===== config.mk =====
export PLATFORM = sky130hd
export DESIGN_NAME = sir_pin_routing
export DESIGN_NICKNAME = d
export VERILOG_FILES = /design/src/logic/sir_routing_pkg.sv /design/src/logic/cfg_bus_slave.sv /design/src/logic/sir_pin_routing.sv
export SDC_FILE = /design/constraint.sdc
export NUM_CORES = 1
export LEC_CHECK = 0
export BUFFER_PORTS_ARGS = -buffer_cell sky130_fd_sc_hd__buf_2
export CORE_ASPECT_RATIO = 0.75
export CORE_UTILIZATION = 45
export CTS_BUF_LIST = sky130_fd_sc_hd__clkbuf_2 sky130_fd_sc_hd__clkbuf_4 sky130_fd_sc_hd__clkbuf_8
export CTS_CLUSTER_DIAMETER = 200
export CTS_CLUSTER_SIZE = 24
export DETAILED_ROUTE_END_ITERATION = 10
export PLACE_DENSITY = 0.85
export SLEW_MARGIN = 20
export SYNTH_ARGS = -nofsm -noshare
export SYNTH_HDL_FRONTEND = slang
export SYNTH_SLANG_ARGS = --single-unit

===== constraint.sdc =====
create_clock -name clk_in -period 3.4 [get_ports clk_in]
set_input_delay 0.51 -clock clk_in [delete_from_list [all_inputs] [get_ports clk_in]]
set_output_delay 0.51 -clock clk_in [all_outputs]
set_load 0.02 [all_outputs]

===== src/logic/sir_routing_pkg.sv =====
// Constants, types and register layout for the infrared pin routing block
package sir_routing_pkg;
	// Register byte offsets on the configuration bus
	localparam logic [3:0] FUNC_CTRL_OFFSET  = 4'h0;
	localparam logic [3:0] IR_CFG_OFFSET     = 4'h4;
	localparam logic [3:0] PORT_MODE_OFFSET  = 4'h8;
	localparam logic [3:0] PIN_STATUS_OFFSET = 4'hc;
	localparam int         ADDR_W            = 4;

	// Field positions
	localparam int CTRL_PD_SEL_BIT     = 6;
	localparam int IR_EN_BIT           = 0;
	localparam int IR_PLACE_LSB        = 2;
	localparam int PM_EPP_BIT          = 0;
	localparam int PM_FLOPPY_BIT       = 1;
	localparam int PM_FLOPPY_FLAG_BIT  = 2;

	// Values after reset
	localparam logic [7:0] CTRL_RESET = 8'h00;
	localparam logic [7:0] IR_RESET   = 8'h00;
	localparam logic [7:0] PM_RESET   = 8'h00;

	// Bus responses
	localparam logic [1:0] RESP_OKAY   = 2'h0;
	localparam logic [1:0] RESP_SLVERR = 2'h2;

	// Infrared placement, in field order 00, 01, 10, 11
	typedef enum logic [1:0] {
		LOC_NONE,
		LOC_PORT2,
		LOC_DRIVE_TX,
		LOC_DRIVE_ALL
	} ir_location_t;

	// Modem status lines of the second serial port
	typedef struct packed {
		logic ring;
		logic cts;
		logic dcd;
		logic dsr;
	} modem_lines_t;

	// Software configuration as seen by the routing logic
	typedef struct packed {
		logic [7:0] ctrl;
		logic [7:0] ir;
		logic [7:0] pmode;
	} config_t;
endpackage


===== src/logic/cfg_bus_slave.sv =====
// AXI4-Lite slave holding the routing configuration registers
`timescale 1ns/1ps
module cfg_bus_slave (
	input  wire logic                          clk_in,
	input  wire logic                          rst_n_in,
	input  wire logic [sir_routing_pkg::ADDR_W-1:0] awaddr_in,
	input  wire logic                          awvalid_in,
	output logic                               awready_out,
	input  wire logic [31:0]                   wdata_in,
	input  wire logic [3:0]                    wstrb_in,
	input  wire logic                          wvalid_in,
	output logic                               wready_out,
	output logic [1:0]                         bresp_out,
	output logic                               bvalid_out,
	input  wire logic                          bready_in,
	input  wire logic [sir_routing_pkg::ADDR_W-1:0] araddr_in,
	input  wire logic                          arvalid_in,
	output logic                               arready_out,
	output logic [31:0]                        rdata_out,
	output logic [1:0]                         rresp_out,
	output logic                               rvalid_out,
	input  wire logic                          rready_in,
	input  wire logic [7:0]                    status_in,
	output sir_routing_pkg::config_t           cfg_out
);
	import sir_routing_pkg::*;

	logic                 aw_q, aw_d;
	logic                 ar_q, ar_d;
	logic                 bv_q, bv_d;
	logic                 rv_q, rv_d;
	logic [1:0]           br_q, br_d;
	logic [1:0]           rr_q, rr_d;
	logic [31:0]          rd_q, rd_d;
	config_t              cfg_q, cfg_d;
	logic                 wr_go, rd_go;

	// Next state of handshakes and registers
	always_comb begin
		wr_go = awvalid_in && wvalid_in && !bv_q && !aw_q;
		rd_go = arvalid_in && !rv_q && !ar_q;
		aw_d  = wr_go;
		ar_d  = rd_go;
		cfg_d = cfg_q;
		br_d  = br_q;
		bv_d  = bv_q && !bready_in;
		rv_d  = rv_q && !rready_in;
		rr_d  = rr_q;
		rd_d  = rd_q;
		// Answer only once both write channels have been taken
		if (aw_q)
			bv_d = 1'b1;
		if (wr_go) begin
			br_d = RESP_OKAY;
			unique case (awaddr_in)
				FUNC_CTRL_OFFSET: if (wstrb_in[0]) cfg_d.ctrl = wdata_in[7:0];
				IR_CFG_OFFSET:    if (wstrb_in[0]) cfg_d.ir = wdata_in[7:0];
				PORT_MODE_OFFSET: if (wstrb_in[0]) cfg_d.pmode = wdata_in[7:0];
				PIN_STATUS_OFFSET: br_d = RESP_OKAY; // Read-only
				default: br_d = RESP_SLVERR;
			endcase
		end
		// Read data follow the address handshake by one cycle
		if (ar_q)
			rv_d = 1'b1;
		if (rd_go) begin
			rr_d = RESP_OKAY;
			rd_d = 32'h0;
			unique case (araddr_in)
				FUNC_CTRL_OFFSET:  rd_d[7:0] = cfg_q.ctrl;
				IR_CFG_OFFSET:     rd_d[7:0] = cfg_q.ir;
				PORT_MODE_OFFSET:  rd_d[7:0] = cfg_q.pmode;
				PIN_STATUS_OFFSET: rd_d[7:0] = status_in;
				default:           rr_d = RESP_SLVERR;
			endcase
		end
	end

	// Register stage
	always_ff @(posedge clk_in) begin
		if (!rst_n_in) begin
			aw_q  <= 1'b0;
			ar_q  <= 1'b0;
			bv_q  <= 1'b0;
			rv_q  <= 1'b0;
			br_q  <= RESP_OKAY;
			rr_q  <= RESP_OKAY;
			rd_q  <= 32'h0;
			cfg_q <= '{ctrl: CTRL_RESET, ir: IR_RESET, pmode: PM_RESET};
		end else begin
			aw_q  <= aw_d;
			ar_q  <= ar_d;
			bv_q  <= bv_d;
			rv_q  <= rv_d;
			br_q  <= br_d;
			rr_q  <= rr_d;
			rd_q  <= rd_d;
			cfg_q <= cfg_d;
		end
	end

	assign awready_out = aw_q;
	assign wready_out  = aw_q;
	assign arready_out = ar_q;
	assign bvalid_out  = bv_q;
	assign bresp_out   = br_q;
	assign rvalid_out  = rv_q;
	assign rresp_out   = rr_q;
	assign rdata_out   = rd_q;
	assign cfg_out     = cfg_q;
endmodule


===== src/logic/sir_pin_routing.sv =====
// Infrared pin routing, shared wait/power-down pin and parallel port pins
//
// Contract
// - With control bit 6 clear the shared pin is an open-drain wait output.
// - The wait output pulls low on a shortenable enhanced-port write.
// - With control bit 6 set the shared pin is the active-low power-down.
// - In port-floppy mode with the port flag 0 a port pin is write protect.
// - In enhanced mode the strobe pin is an active-low write strobe.
// - Placement 11 ignores every other infrared configuration bit.
// - In placement 11 the drive ident and 16-bit select are undefined.
// - Receive on the acknowledge pin forces internal acknowledge to 1.
// - Infrared mode holds the serial output high but not the baud clock.
// - The forced-zero set-ready applies to the internal input only.
`timescale 1ns/1ps
module sir_pin_routing (
	input  wire logic                          clk_in,
	input  wire logic                          rst_n_in,
	input  wire logic [sir_routing_pkg::ADDR_W-1:0] awaddr_in,
	input  wire logic                          awvalid_in,
	output logic                               awready_out,
	input  wire logic [31:0]                   wdata_in,
	input  wire logic [3:0]                    wstrb_in,
	input  wire logic                          wvalid_in,
	output logic                               wready_out,
	output logic [1:0]                         bresp_out,
	output logic                               bvalid_out,
	input  wire logic                          bready_in,
	input  wire logic [sir_routing_pkg::ADDR_W-1:0] araddr_in,
	input  wire logic                          arvalid_in,
	output logic                               arready_out,
	output logic [31:0]                        rdata_out,
	output logic [1:0]                         rresp_out,
	output logic                               rvalid_out,
	input  wire logic                          rready_in,
	input  wire logic                          wait_pwr_pin_in,
	input  wire logic                          epp_write_in,
	input  wire logic                          cycle_short_ok_in,
	output logic                               zero_wait_out,
	output logic                               zero_wait_oe_out,
	output logic                               power_down_n_out,
	input  wire logic                          epp_strobe_req_in,
	input  wire logic                          spp_strobe_n_in,
	output logic                               strobe_pin_n_out,
	input  wire logic                          floppy_wp_pin_in,
	output logic                               floppy_wp_extra_out,
	input  wire logic                          port2_serial_output_in,
	input  wire logic                          port2_baud_clock_out_in,
	input  wire logic                          port2_baud_sel_in,
	output logic                               port2_tx_pin_out,
	input  wire logic                          port2_terminal_ready_in,
	output logic                               port2_terminal_pin_out,
	input  sir_routing_pkg::modem_lines_t      port2_modem_pins_in,
	output sir_routing_pkg::modem_lines_t      port2_modem_int_out,
	input  wire logic                          ir_encoder_tx_in,
	output logic                               ir_decoder_rx_out,
	input  wire logic                          drive_high_byte_enable_in,
	output logic                               drive_high_byte_pin_out,
	input  wire logic                          drive_ack_pin_in,
	output logic                               drive_dma_acknowledge_out,
	input  wire logic [1:0]                    drive_ident_pins_in,
	input  wire logic                          drive_16bit_pin_in,
	output logic [1:0]                         drive_ident_out,
	output logic                               drive_16bit_select_out,
	output logic                               drive_status_valid_out
);
	import sir_routing_pkg::*;

	config_t      cfg;
	logic [7:0]   status;
	ir_location_t loc;
	logic         sir_on;
	logic         pd_sel;

	// Placement field decode
	function automatic ir_location_t loc_of(input logic [7:0] cfg_byte);
		return ir_location_t'(cfg_byte[IR_PLACE_LSB +: 2]);
	endfunction

	// Infrared active: placement 11 overrides the enable bit
	function automatic logic sir_of(input logic [7:0] cfg_byte);
		return (loc_of(cfg_byte) == LOC_DRIVE_ALL) ||
		       (loc_of(cfg_byte) != LOC_NONE && cfg_byte[IR_EN_BIT]);
	endfunction

	// Configuration registers
	cfg_bus_slave u_regs (
		.clk_in      (clk_in),
		.rst_n_in    (rst_n_in),
		.awaddr_in   (awaddr_in),
		.awvalid_in  (awvalid_in),
		.awready_out (awready_out),
		.wdata_in    (wdata_in),
		.wstrb_in    (wstrb_in),
		.wvalid_in   (wvalid_in),
		.wready_out  (wready_out),
		.bresp_out   (bresp_out),
		.bvalid_out  (bvalid_out),
		.bready_in   (bready_in),
		.araddr_in   (araddr_in),
		.arvalid_in  (arvalid_in),
		.arready_out (arready_out),
		.rdata_out   (rdata_out),
		.rresp_out   (rresp_out),
		.rvalid_out  (rvalid_out),
		.rready_in   (rready_in),
		.status_in   (status),
		.cfg_out     (cfg)
	);

	assign loc      = loc_of(cfg.ir);
	assign sir_on   = sir_of(cfg.ir);
	assign pd_sel   = cfg.ctrl[CTRL_PD_SEL_BIT];

	logic         zw_oe_q, zw_oe_d;
	logic         pd_n_q, pd_n_d;
	logic         stb_q, stb_d;
	logic         wp_q, wp_d;
	logic         tx2_q, tx2_d;
	logic         dtr_q, dtr_d;
	modem_lines_t mdm_q, mdm_d;
	logic         rx_q, rx_d;
	logic         hi_q, hi_d;
	logic         ack_q, ack_d;
	logic [1:0]   id_q, id_d;
	logic         cs16_q, cs16_d;
	logic         dv_q, dv_d;

	// Next values of every routed pin
	always_comb begin
		// Shared pin: wait output or power-down input
		zw_oe_d = !pd_sel && epp_write_in && cycle_short_ok_in;
		pd_n_d  = pd_sel ? wait_pwr_pin_in : 1'b1;
		// Parallel port strobe and extra write protect
		stb_d = cfg.pmode[PM_EPP_BIT] ? !epp_strobe_req_in
		                              : spp_strobe_n_in;
		wp_d  = cfg.pmode[PM_FLOPPY_BIT] && !cfg.pmode[PM_FLOPPY_FLAG_BIT] &&
		        floppy_wp_pin_in;
		// Second port serial output, baud clock passes untouched
		if (port2_baud_sel_in)
			tx2_d = port2_baud_clock_out_in;
		else
			tx2_d = sir_on ? 1'b1 : port2_serial_output_in;
		// Modem inputs pass through unless infrared or placement 01 forces them
		mdm_d = port2_modem_pins_in;
		if (sir_on) begin
			mdm_d.ring = 1'b1;
			mdm_d.cts  = 1'b0;
			mdm_d.dcd  = 1'b1;
			mdm_d.dsr  = 1'b0;
		end
		if (loc == LOC_PORT2)
			mdm_d.dsr = 1'b0;
		// Pin defaults are the normal functions
		dtr_d  = port2_terminal_ready_in;
		hi_d   = drive_high_byte_enable_in;
		ack_d  = drive_ack_pin_in;
		id_d   = drive_ident_pins_in;
		cs16_d = drive_16bit_pin_in;
		dv_d   = 1'b1;
		rx_d   = 1'b1;
		unique case (loc)
			LOC_NONE: begin
				dv_d = 1'b1;
			end
			LOC_PORT2: begin
				dtr_d = sir_on ? ir_encoder_tx_in : 1'b0;
				rx_d  = sir_on ? port2_modem_pins_in.dsr : 1'b1;
			end
			LOC_DRIVE_TX: begin
				hi_d = sir_on ? ir_encoder_tx_in : 1'b0;
			end
			LOC_DRIVE_ALL: begin
				hi_d   = ir_encoder_tx_in;
				rx_d   = drive_ack_pin_in;
				ack_d  = 1'b1;
				id_d   = 2'h0;
				cs16_d = 1'b0;
				dv_d   = 1'b0;
			end
		endcase
	end

	// Output registers
	always_ff @(posedge clk_in) begin
		if (!rst_n_in) begin
			zw_oe_q <= 1'b0;
			pd_n_q  <= 1'b1;
			stb_q   <= 1'b1;
			wp_q    <= 1'b0;
			tx2_q   <= 1'b1;
			dtr_q   <= 1'b0;
			mdm_q   <= '{ring: 1'b0, cts: 1'b0, dcd: 1'b0, dsr: 1'b0};
			rx_q    <= 1'b1;
			hi_q    <= 1'b0;
			ack_q   <= 1'b1;
			id_q    <= 2'h0;
			cs16_q  <= 1'b0;
			dv_q    <= 1'b0;
		end else begin
			zw_oe_q <= zw_oe_d;
			pd_n_q  <= pd_n_d;
			stb_q   <= stb_d;
			wp_q    <= wp_d;
			tx2_q   <= tx2_d;
			dtr_q   <= dtr_d;
			mdm_q   <= mdm_d;
			rx_q    <= rx_d;
			hi_q    <= hi_d;
			ack_q   <= ack_d;
			id_q    <= id_d;
			cs16_q  <= cs16_d;
			dv_q    <= dv_d;
		end
	end

	// Open-drain: level is always low, enable does the pulling
	assign zero_wait_out             = 1'b0;
	assign zero_wait_oe_out          = zw_oe_q;
	assign power_down_n_out          = pd_n_q;
	assign strobe_pin_n_out          = stb_q;
	assign floppy_wp_extra_out       = wp_q;
	assign port2_tx_pin_out          = tx2_q;
	assign port2_terminal_pin_out    = dtr_q;
	assign port2_modem_int_out       = mdm_q;
	assign ir_decoder_rx_out         = rx_q;
	assign drive_high_byte_pin_out   = hi_q;
	assign drive_dma_acknowledge_out = ack_q;
	assign drive_ident_out           = id_q;
	assign drive_16bit_select_out    = cs16_q;
	assign drive_status_valid_out    = dv_q;

	// Readable pin state
	assign status = {2'h0, zw_oe_q, pd_n_q, dv_q, loc, sir_on};
endmodule


==> impl_metrics.ini <==
[floorplanning]
fp.dieW_um = 86.3
rows = 22
coreArea_um2 = 5010
io_pins = 130
start_util_pct = 47.9
die_y_um = 65.2
die-area_um2 = 5630

[sta]
fin_setup_tns_ns = 0
setup_viol = 0
tightestPinTransition_ns = 0.807
final_hold_viol_count = 0
slew_headroom_pct = 45.7
max_freq_ghz = 0.571
finClkSkew_ns = 0.00456
whs_ns = 0.387
period_share_pct = 51.5
timing.final.ws_setup_ns = 1.65
period_needed_ns = 1.75
rsz0062_at_grt = false
slew_viol_final = 0

[synth]
synth_adder_area_share_pct = 0.418
avgSynthCellArea_um2 = 9.75
synth_simple_gate_area_share_pct = 19.6
synth_cell_types = 41
synthMuxAreaShare_pct = 13.6
synth_top_area_share_pct = 45.9
synthArstFlopShare_pct = 0
synth-main-ff-cell = dfxtp_1
ys_warn_count = 0
synth.ff_latch_count = 55
synth-compound-area-share_pct = 8.82
synth_edf_count = 0
ys_top_cells_by_area = dfxtp_1 46%, mux2i_1 12%, buf_4 8.8%
synth_top_cell_by_area = dfxtp_1
synth_top_family_by_area = simple AND/OR/NAND/NOR gates
ys_seq_area_share_pct = 45.9
post_synth_instance_area_um2 = 2400
synthCells = 246
synth-xor-area-share_pct = 0

[routing]
post_drt_wl_per_cell_um = 12.5
ant_nets = 0
drc = 0
num_vias = 1875
first_iter_violations = 110
first_pass_iters = 5
viasPerCell = 4.83
drt_wl_total_um = 4860

[global_route]
use_met2_pct = 28.3
antenna_found_initial = 0
grt_use_met1_pct = 23.2
use_met3_pct = 4.52
grt_first_pass_wirelength_um = 7650
gr-total-overflow = 0
track_usage_pct = 17.6
grt-busiest-layer = met2
grt_max_degree = 47
grt_pass1_vias = 1667

[placed_design]
gp_congestion = 0.743
dp_slack_ns = 1.44
post-place-cells = 380
port_buffers = 75
hpwl_um = 3610

[critical_path]
r2r_cells = 4
regToRegEndpoint = u_regs.cfg_out[11]
critPathLaunchType = flip-flop
path_class = reg2reg
worstReg2RegStart = u_regs.awready_out
required_ns = 3.58
worst-r2r-setup-slack_ns = 1.65
cp-end-kind = flip-flop
critPathArrivalTime_ns = 1.93
path_max_fanout = 8

[clocking]
root_buffer = clkbuf_8
post_cts_buffers = 0
cts_max_level = 2
clockBufferDepth = 2
hold_buffers = 0
cts_tree = done
ctsResizeCount = 0
insertion_delay_ns = 0.31
cts.sinks = 55
path_clk_slew_ns = 0.09
numCtsBuffers = 5

[power_and_ir_drop]
leakagePower_nw = 1.31
vdd_drop_max_mv = 0.139
p_per_area_nw_per_um2 = 427

[hold_path]
min_path_type = in2reg
min-delay-start = wait_pwr_pin_in
worstHoldEndpoint = power_down_n_out
hold_path_depth = 2

[final_layout]
nFillCells = 454
final_cell_mix = 75 x buf_2, 55 x dfxtp_1, 43 x nand2_1
post-route-util_pct = 55.9
layout_commonest_cell = buf_2
num_antenna_cells = 0
final_cell_count_no_fill = 388
drive_gt1_share_pct = 30.1
syn_to_final_growth_pct = 16.8
layout.nets = 386

[job]
maxCapViolations = 0

[outcome]
status = finished clean
per-layer routing:
| layer | up-vias | routed length (µm) | part of all wire, % |
|---|---|---|---|
| li1 | 939 | - | - |
| met1 | 862 | 2250 | 46 |
| met3 | 8 | 324 | 6.7 |
| met2 | 66 | 2230 | 46 |
| met4 | 0 | 57 | 1.2 |
| met5 | - | 0 | 0 |
synth_stat cells, drive strengths merged (2+ instances only):
cell type  number
clkbuf          9
and3            3
nor3            4
buf            31
nand2b          3
a21boi          2
dfxtp          55
mux2i          28
nor2            4
a222oi          5
and2            5
a22oi           2
o21a            4
or3b            3
mux2            4
nand2          43
nor3b           3
nor2b           6
o21ai          11
nor4            2
o2bb2ai         2
nand3           4
sequential cells by signal (all words and copies together), names as in the netlist, 2 cells and up:
signal	count
u_regs.rdata_out	8
drive_ident_out	2
port2_modem_int_out	4
u_regs.cfg_out	24
worst max-delay path: stages, from the launching register on:
cell      delay (ns)
dfxtp_1         0.33
and4bb_2        0.36
nand3_4         0.10
or3b_1          0.63
mux2i_1         0.20
logic make-up (layout without fill, tap and decap cells):
group	after synthesis	count (layout)
AND/OR/NAND/NOR	86	86
flip-flops	55	55
AO/OA/AOI/OAI	30	30
other	1	27
buffers and inverters	41	85
adder cells (fa/ha/maj)	1	1
multiplexers	32	32
through the flow:
step / cell area, µm² / total power, mW
floorplan: 2490 / 0.791
global placement: 2700 / 0.813
detailed placement: 2700 / 0.816
CTS: 2800 / 1.20
global route: 2800 / 1.25
finish: 2800 / 1.20
final cells by class:
cell class                 count  area (µm²)  share of cell area [%]
sequential                    55        1100                    39.3
inverter                       1        3.75                   0.134
timing repair buffer          76         383                    13.7
multi-input combinational    176        1120                    39.9
tap                           72        90.1                    3.22
clock buffer                   8         104                    3.71
worst max path at each step:
stage | slack (ns) | startpoint | endpoint | depth (start not counted)
floorplan | 1.77 | awvalid_in | u_regs.cfg_out[10] | 5
global placement | 1.48 | awvalid_in | u_regs.cfg_out[13] | 5
detailed placement | 1.44 | awvalid_in | u_regs.cfg_out[11] | 5
CTS | 1.64 | u_regs.awready_out | u_regs.cfg_out[11] | 4
global route | 1.56 | u_regs.awready_out | u_regs.cfg_out[11] | 4
finish | 1.65 | u_regs.awready_out | u_regs.cfg_out[11] | 4
where the power goes:
part | internal [mW] | switching (mW) | total, mW | leakage [nW]
registers | 0.658 | 0.00567 | 0.664 | 0.448
clock network | 0.194 | 0.201 | 0.395 | 0.0549
logic | 0.0465 | 0.0914 | 0.138 | 0.806
total | 0.899 | 0.298 | 1.20 | 1.31
Note: power is estimated with default switching activity, not from simulation.
